### config.mk
export PLATFORM = sky130hd
export DESIGN_NAME = dds_host_flat
export DESIGN_NICKNAME = d
export VERILOG_FILES = /design/src/core/dds_pkg.sv /design/src/core/dds_link_if.sv /design/src/core/dds_host.sv /design/src/flat_wrapper.sv
export VERILOG_INCLUDE_DIRS = /design/src /design/src/core
export SDC_FILE = /design/constraint.sdc
export NUM_CORES = 1
export LEC_CHECK = 0
export BUFFER_PORTS_ARGS = -buffer_cell sky130_fd_sc_hd__buf_2
export CORE_MARGIN = 2
export CORE_UTILIZATION = 40
export CTS_BUF_LIST = sky130_fd_sc_hd__clkbuf_16
export CTS_CLUSTER_SIZE = 12
export DETAILED_ROUTE_END_ITERATION = 8
export HOLD_SLACK_MARGIN = 0.15
export PLACE_DENSITY = 0.64
export RECOVER_POWER = 50
export SLEW_MARGIN = 15
export SYNTH_ARGS = -nofsm -noshare
export SYNTH_HDL_FRONTEND = slang
export SYNTH_SLANG_ARGS = --single-unit
### constraint.sdc
create_clock -name i_clk -period 1.8 [get_ports i_clk]
set_clock_uncertainty 0.15 [all_clocks]
set_input_delay 0.36 -clock i_clk [delete_from_list [all_inputs] [get_ports i_clk]]
set_output_delay 0.36 -clock i_clk [all_outputs]
set_load 0.005 [all_outputs]
### src/core/dds_regs.svh
`ifndef DDS_REGS_SVH
`define DDS_REGS_SVH

// serial word shape
`define DDS_WORD_BITS 16
`define DDS_SAMPLE_BITS 12
`define DDS_BIT_CNT_W 5
`define DDS_LAST_BIT 5'h0F
`define DDS_FULL_CNT 5'h10
`define DDS_ZERO_CODE 12'h000

// host timing: limits in ns, half and gap lengths in i_clk cycles, counter width in bits
`define DDS_CLK_NS 10
`define DDS_SCLK_MIN_NS 30
`define DDS_CS_HIGH_MIN_NS 30
`define DDS_HALF_CYCLES ((`DDS_SCLK_MIN_NS + 2 * `DDS_CLK_NS - 1) / (2 * `DDS_CLK_NS))
`define DDS_GAP_CYCLES ((`DDS_CS_HIGH_MIN_NS + `DDS_CLK_NS - 1) / `DDS_CLK_NS)
`define DDS_TIM_CNT_W 3

`endif

### src/core/dds_pkg.sv
package dds_pkg;

  // 16-bit word, first bit on the wire is chan
  typedef struct packed {
    logic chan;
    logic ignored;
    logic shutdown;
    logic reserved_zero;
    logic [11:0] sample;
  } dds_word_s;

  typedef enum logic [1:0] {
    DDS_IDLE = 2'h0,
    DDS_SHIFT = 2'h1,
    DDS_GAP = 2'h3
  } dds_host_state_e;

endpackage

### src/core/dds_link_if.sv
`timescale 1ns/1ps
interface dds_link_if;
  logic sclk;
  logic frame_sel_n;
  logic serial_data_in;

  modport host (
    output sclk,
    output frame_sel_n,
    output serial_data_in
  );

  modport device (
    input sclk,
    input frame_sel_n,
    input serial_data_in
  );
endinterface

### src/core/dds_host.sv
`timescale 1ns/1ps
`include "dds_regs.svh"
module dds_host (
  // clock and reset
  input wire logic i_clk,
  input wire logic i_resetn,
  // user request
  input wire logic i_valid,
  input wire logic i_channel_select_bit,
  input wire logic i_shutdown_bit,
  input wire logic [11:0] i_sample_bits,
  output logic o_ready,
  output logic o_done,
  // link
  dds_link_if.host link
);

  localparam logic [2:0] HALF_LAST = 3'(`DDS_HALF_CYCLES - 1);
  localparam logic [2:0] GAP_LAST = 3'(`DDS_GAP_CYCLES - 1);

  dds_pkg::dds_host_state_e state_reg;
  logic [`DDS_WORD_BITS-1:0] shift_reg;
  logic [`DDS_BIT_CNT_W-1:0] bits_left_reg;
  logic [`DDS_TIM_CNT_W-1:0] tim_reg;
  logic sclk_reg;
  logic frame_sel_n_reg;
  logic done_reg;
  logic half_end;
  dds_pkg::dds_word_s word;

  always_comb begin
    word.chan = i_channel_select_bit;
    word.ignored = 1'b0;
    word.shutdown = i_shutdown_bit;
    word.reserved_zero = 1'b0;
    word.sample = i_sample_bits;
  end

  assign half_end = (tim_reg == HALF_LAST);
  assign o_ready = (state_reg == dds_pkg::DDS_IDLE);
  assign o_done = done_reg;
  assign link.sclk = sclk_reg;
  assign link.frame_sel_n = frame_sel_n_reg;
  assign link.serial_data_in = shift_reg[`DDS_WORD_BITS-1];

  // frame sequencing
  always_ff @(posedge i_clk or negedge i_resetn) begin
    if (!i_resetn) begin
      state_reg <= dds_pkg::DDS_IDLE;
      frame_sel_n_reg <= 1'b1;
      bits_left_reg <= '0;
      tim_reg <= '0;
      sclk_reg <= 1'b0;
      shift_reg <= '0;
      done_reg <= 1'b0;
    end else begin
      done_reg <= 1'b0;
      case (state_reg)
        dds_pkg::DDS_IDLE: begin
          tim_reg <= '0;
          sclk_reg <= 1'b0;
          if (i_valid) begin
            // falling frame select opens the frame, data bit 15 set up
            state_reg <= dds_pkg::DDS_SHIFT;
            frame_sel_n_reg <= 1'b0;
            shift_reg <= word;
            bits_left_reg <= `DDS_LAST_BIT;
          end
        end
        dds_pkg::DDS_SHIFT: begin
          // both halves at least 15 ns, period at least 30 ns
          tim_reg <= half_end ? '0 : tim_reg + 3'h1;
          if (half_end) begin
            sclk_reg <= ~sclk_reg;
            if (sclk_reg) begin
              if (bits_left_reg == '0) begin
                // raise after the 16th rising edge
                state_reg <= dds_pkg::DDS_GAP;
                frame_sel_n_reg <= 1'b1;
                done_reg <= 1'b1;
              end else begin
                bits_left_reg <= bits_left_reg - 5'h01;
                shift_reg <= {shift_reg[`DDS_WORD_BITS-2:0], 1'b0};
              end
            end
          end
        end
        dds_pkg::DDS_GAP: begin
          // keep frame select high before the next frame
          tim_reg <= tim_reg + 3'h1;
          if (tim_reg == GAP_LAST) begin
            state_reg <= dds_pkg::DDS_IDLE;
          end
        end
        default: begin
          state_reg <= dds_pkg::DDS_IDLE;
          frame_sel_n_reg <= 1'b1;
        end
      endcase
    end
  end

endmodule

### src/flat_wrapper.sv
// flat-port wrapper written by rule: the top's interface ports become plain ports
module dds_host_flat 
  (i_clk, i_resetn, i_valid, i_channel_select_bit, i_shutdown_bit, i_sample_bits, o_ready, o_done, link_sclk, link_frame_sel_n, link_serial_data_in);
  dds_link_if link_i ();
  input wire logic i_clk;
  input wire logic i_resetn;
  input wire logic i_valid;
  input wire logic i_channel_select_bit;
  input wire logic i_shutdown_bit;
  input wire logic [11:0] i_sample_bits;
  output logic o_ready;
  output logic o_done;
  output wire logic [$bits(link_i.sclk)-1:0] link_sclk;
  output wire logic [$bits(link_i.frame_sel_n)-1:0] link_frame_sel_n;
  output wire logic [$bits(link_i.serial_data_in)-1:0] link_serial_data_in;
  assign link_sclk = link_i.sclk;
  assign link_frame_sel_n = link_i.frame_sel_n;
  assign link_serial_data_in = link_i.serial_data_in;
  dds_host u_core (.i_clk(i_clk), .i_resetn(i_resetn), .i_valid(i_valid), .i_channel_select_bit(i_channel_select_bit), .i_shutdown_bit(i_shutdown_bit), .i_sample_bits(i_sample_bits), .o_ready(o_ready), .o_done(o_done), .link(link_i));
endmodule
Word level (Yosys, flattened, before mapping)
Cells that the tools add are included.
- bitwise gates (word level): 2
- eq/ne operators: 10
- add/sub/neg operators: 2
- reductions and logical operators: 8
- mux-type cells: 29
- operators by type and width (cell ; count):
    $mux 16 ; 4
    $pmux 16 s2 ; 1
    $mux 5 ; 4
    $reduce_and 5->1 ; 3
    $mux 2 ; 5
    $pmux 5 s2 ; 1
    $mux 1 ; 9
    $pmux 3 s3 ; 1
    $ne 2x1->1 const B ; 4
    $pmux 2 s3 ; 1
    $logic_not 5->1 ; 1
    $sub 5x1->5 const B ; 1
    $ne 2x2->1 const B ; 2
    $add 3x1->3 const B ; 1
    $eq 3x1->1 const B ; 1
    $eq 3x2->1 const B ; 1
    $mux 3 ; 1
    $pmux 1 s3 ; 1
    $reduce_bool 3->1 ; 1
    $eq 2x1->1 const B ; 1
    $eq 2x2->1 const B ; 1
    $logic_not 2->1 ; 1
    $not 1->1 ; 2
    $pmux 1 s2 ; 1
    other kinds (2) ; 2
- word-level logic and storage cells: 58
- output and inout port bits: 5
- bits in registers: 29

Longest topological paths before layout
- depth in word-level cells: 5
- depth in mapped cells: 7
- gate-level depth less buffers: 6

Worst setup path after synthesis
Ideal clock, no wire load.
- path type: reg-to-reg
- start: register u_core.bits_left_reg[0]
- end: register u_core.shift_reg[15]
- clock period less this slack: 1.754 ns
- required time: 1.573 ns
- stages on the path, launching flop included: 8
- setup time: 0.077 ns
- setup slack: 0.046 ns
- buffers on the path: 1
- arrival time: 1.527 ns
- path through: dfrtp_1 > inv_1 > ha_1 > or4b_4 > nand2_4 > buf_12 > o22ai_1 > a21oi_1
- longest elaborated chain between the ends: 3
- RTL lines (item ; RTL line ; RTL):
    from (decl) ; dds_host.sv:23 ; logic [`DDS_BIT_CNT_W-1:0] bits_left_reg;
    from (signal assigned) ; dds_host.sv:67 ; bits_left_reg <= `DDS_LAST_BIT;
    from (signal assigned) ; dds_host.sv:82 ; bits_left_reg <= bits_left_reg - 5'h01;
    $logic_not 5->1 ; dds_host.sv:76 ; if (bits_left_reg == '0) begin
    $ne 2x2->1 (no line) ; -- ;
    $reduce_and 5->1 (no line) ; -- ;
    to (signal assigned) ; dds_host.sv:66 ; shift_reg <= word;
    to (signal assigned) ; dds_host.sv:83 ; shift_reg <= {shift_reg[`DDS_WORD_BITS-2:0], 1'b0};
    to (decl) ; dds_host.sv:22 ; logic [`DDS_WORD_BITS-1:0] shift_reg;
Every way passes these cells.
A chain may end at the register's enable or synchronous reset.

Worst setup path after layout
- start: register u_core.tim_reg[1]
- end: register u_core.shift_reg[5]
- longest elaborated chain between the ends: 3
- RTL lines (item ; RTL line ; RTL):
    from (decl) ; dds_host.sv:24 ; logic [`DDS_TIM_CNT_W-1:0] tim_reg;
    from (signal assigned) ; dds_host.sv:72 ; tim_reg <= half_end ? '0 : tim_reg + 3'h1;
    from (signal assigned) ; dds_host.sv:90 ; tim_reg <= tim_reg + 3'h1;
    $eq 3x1->1 ; dds_host.sv:39 ; assign half_end = (tim_reg == HALF_LAST);
    $ne 2x1->1 (no line) ; -- ;
    $reduce_and 5->1 (no line) ; -- ;
Every way passes these cells.

==> flow_summary.json <==
{
  "outcome": "finished, violations left",
  "violations": "setup timing",
  "ant_nets": 0,
  "cts_max_level": 2,
  "wl_per_cell_um": 15.55,
  "drt-pass1-iter-count": 4,
  "crit_type": "flop to flop",
  "yosysMostFrequentCell": "dfrtp_1",
  "rsz0062_at_grt": "yes",
  "cp-end-kind": "flop",
  "synth-async-reset-ratio": 1.000,
  "clk_pin_slew_ps": 50,
  "critPathSlowestCell": "dfrtp_1",
  "ys_ff_latch": 29,
  "cts_tree": "done",
  "hp-class": "primary input to flop",
  "syn-num-nets": 169,
  "synth_flop_cell": "dfrtp_1",
  "post-route-util": 0.5791,
  "cts.sinks": 29,
  "cellLeakagePower_nw": 0.8876,
  "grt.total_usage": 0.1797,
  "slew_violations": 0,
  "ioPinCount": 22,
  "p_per_area_nw_per_um2": 2027,
  "cp_top_family": "compound AO/OA/AOI/OAI gates",
  "cts_buffers": 5,
  "path_max_fanout": 6,
  "syn_area_um2": 1470,
  "grt_start_max_net_pins": 30,
  "met1_usage": 0.2053,
  "yosysTopAreaCell": "dfrtp_1",
  "clock.fmax_mhz": 548.7,
  "path_cells": "inv_2 -> ha_4 -> nand4b_1 -> a221oi_4 -> buf_6 -> nor2_2 -> a21oi_1",
  "fin_crit_ps": 1822,
  "relSlewSlack": 0.5216,
  "ys_seq_area_frac": 0.4945,
  "setup_slack_ps": -22.39,
  "design.die.area_um2": 4176,
  "grt_pass1_vias": 1246,
  "yosys_warnings": 0,
  "crit_required_ps": 1850,
  "die_w_um": 64.63,
  "r2r_start": "u_core.tim_reg[1]",
  "ys_top_cells_by_count": "dfrtp_1, a21oi_1, nor2_1",
  "fp.coreArea_um2": 3606,
  "synthCells": 148,
  "postLayoutCellArea_um2": 2088,
  "io_buffers": 21,
  "worst-path-buf-inv": 2,
  "min-delay-start": "i_sample_bits[0]",
  "vias_per_cell": 5.373,
  "place_area_um2": 1672,
  "timing.final.crit_share": 1.012,
  "critPathLaunch": "u_core.tim_reg[1]",
  "met3_usage": 0.05382,
  "cts_buffer_depth": 2,
  "rows": 22,
  "critPathLaunchType": "flop",
  "synthesis.area_per_instance_um2": 9.934,
  "setup_viol": 9,
  "cap_violations": 0,
  "tightest_slew_ps": 717.6,
  "total_power_mw": 4.232,
  "grt-ovfl-total": 0,
  "peakVddDrop_mv": 0.8835,
  "grt_pass1_wl_mm": 5.692,
  "drc": 0,
  "antenna_found_initial": 0,
  "synth.area.top_cells": "dfrtp_1, a21oi_1, o22ai_1",
  "drt_iter0_markers": 63,
  "synth_edf_count": 0,
  "critical-path-max-stage-delay_ps": 410,
  "clk_latency_ps": 270,
  "fin_nets": 214,
  "largest_reg_flops": 16,
  "top_usage_layer": "met2",
  "finalHoldViolations": 0,
  "via_count": 1295,
  "diodes": 0,
  "dpl.hpwl_mm": 2.292,
  "gp_congestion": 0.7757,
  "chipHeight_um": 64.63,
  "worstPathArrival_ps": 1870,
  "root_buffer": "clkbuf_16",
  "ys_types": 36,
  "syn_to_final_growth_pct": 42.04,
  "grt_use_met2": 0.3125,
  "start_util": 0.4077,
  "fill_cells": 319,
  "yosysTopAreaCellShare": 0.4766,
  "drive_above_1_share": 0.4870,
  "routed_wl_mm": 3.747
}
==> final cells by class <==
type	instances	area [um^2]	area share
Multi-Input combinational cell	102	824.5	0.3948
Sequential cell	29	726.9	0.3481
Timing Repair Buffer	46	310.3	0.1486
Clock buffer	5	125.1	0.05992
Tap cell	48	60.06	0.02876
Inverter	9	33.78	0.01618
Clock inverter	2	7.507	0.003595
==> path summary, 6_finish.rpt <==
kind,to,slack [ps],depth (start not counted)
max,u_core.shift_reg[5],-20,7
min,u_core.shift_reg[0],170,3
max reg2reg,u_core.shift_reg[5],-20,7
min reg2reg,u_core.link.frame_sel_n,370,2
max in group asynchronous,u_core.shift_reg[13],500,2
min in group asynchronous,u_core.shift_reg[2],530,2
==> cell usage in the layout, fill, tap and decap left out, types with 3 or more instances in the layout <==
master,n
clkbuf_16,5
buf_4,20
dfrtp_1,28
nand2_1,3
buf_2,20
nor2_4,7
buf_6,4
a21oi_2,13
o22ai_1,14
a21oi_1,4
nand3_1,8
nor2_2,7
nor2_1,3
inv_2,3
inv_1,7
nand2b_1,5
o21ai_0,5
==> layer usage <==
layer	share of wire	wire length [um]	up-vias
met3	0.034	126	9
li1	-	-	628
met5	0	0	-
met4	0.021	80	0
met2	0.53	1976	27
met1	0.42	1564	631
==> logic make-up after synthesis <==
logic type,after synthesis,synth area share
compound gates,50,0.2136
fa+ha+maj,4,0.03404
buf+inv,18,0.06978
flops,29,0.4945
mux,2,0.01532
simple gates,45,0.1728
==> report_power, final <==
| part | total, mW | switching [mW] | internal [mW] |
|---|---|---|---|
| Combinational | 2.27 | 1.16 | 1.11 |
| Sequential | 1.21 | 0.269 | 0.940 |
| Clock | 0.749 | 0.258 | 0.491 |
==> what timing repair did <==
| action | 4_1_cts | 5_1_grt |
|---|---|---|
| hold buffers | 1 | 0 |
| gates resized for setup | 6 | 48 |
| pin swaps | 1 | 4 |
| buffers inserted | 2 | 7 |
| endpoints found under the setup margin | 16 | 21 |
| hold endpoints to repair | 28 | 0 |
| cloned | 1 | 1 |
==> worst min-delay path: stages <==
cell and delay [ps]:
buf_2 80, nand3_1 50, o21ai_1 60
==> through the flow <==
stage,hold WS [ps],worst slack [ps],cells,TNS (ps)
final,173.2,-22.39,241,-93.42
after global routing,184.0,-100.0,241,-1442
after CTS,175.4,18.05,233,0
after detailed placement,279.4,-41.56,222,-367.8
after global placement,258.9,43.23,222,0
after floorplan,-85.59,45.78,148,0
(Power assumes the default switching activity.)
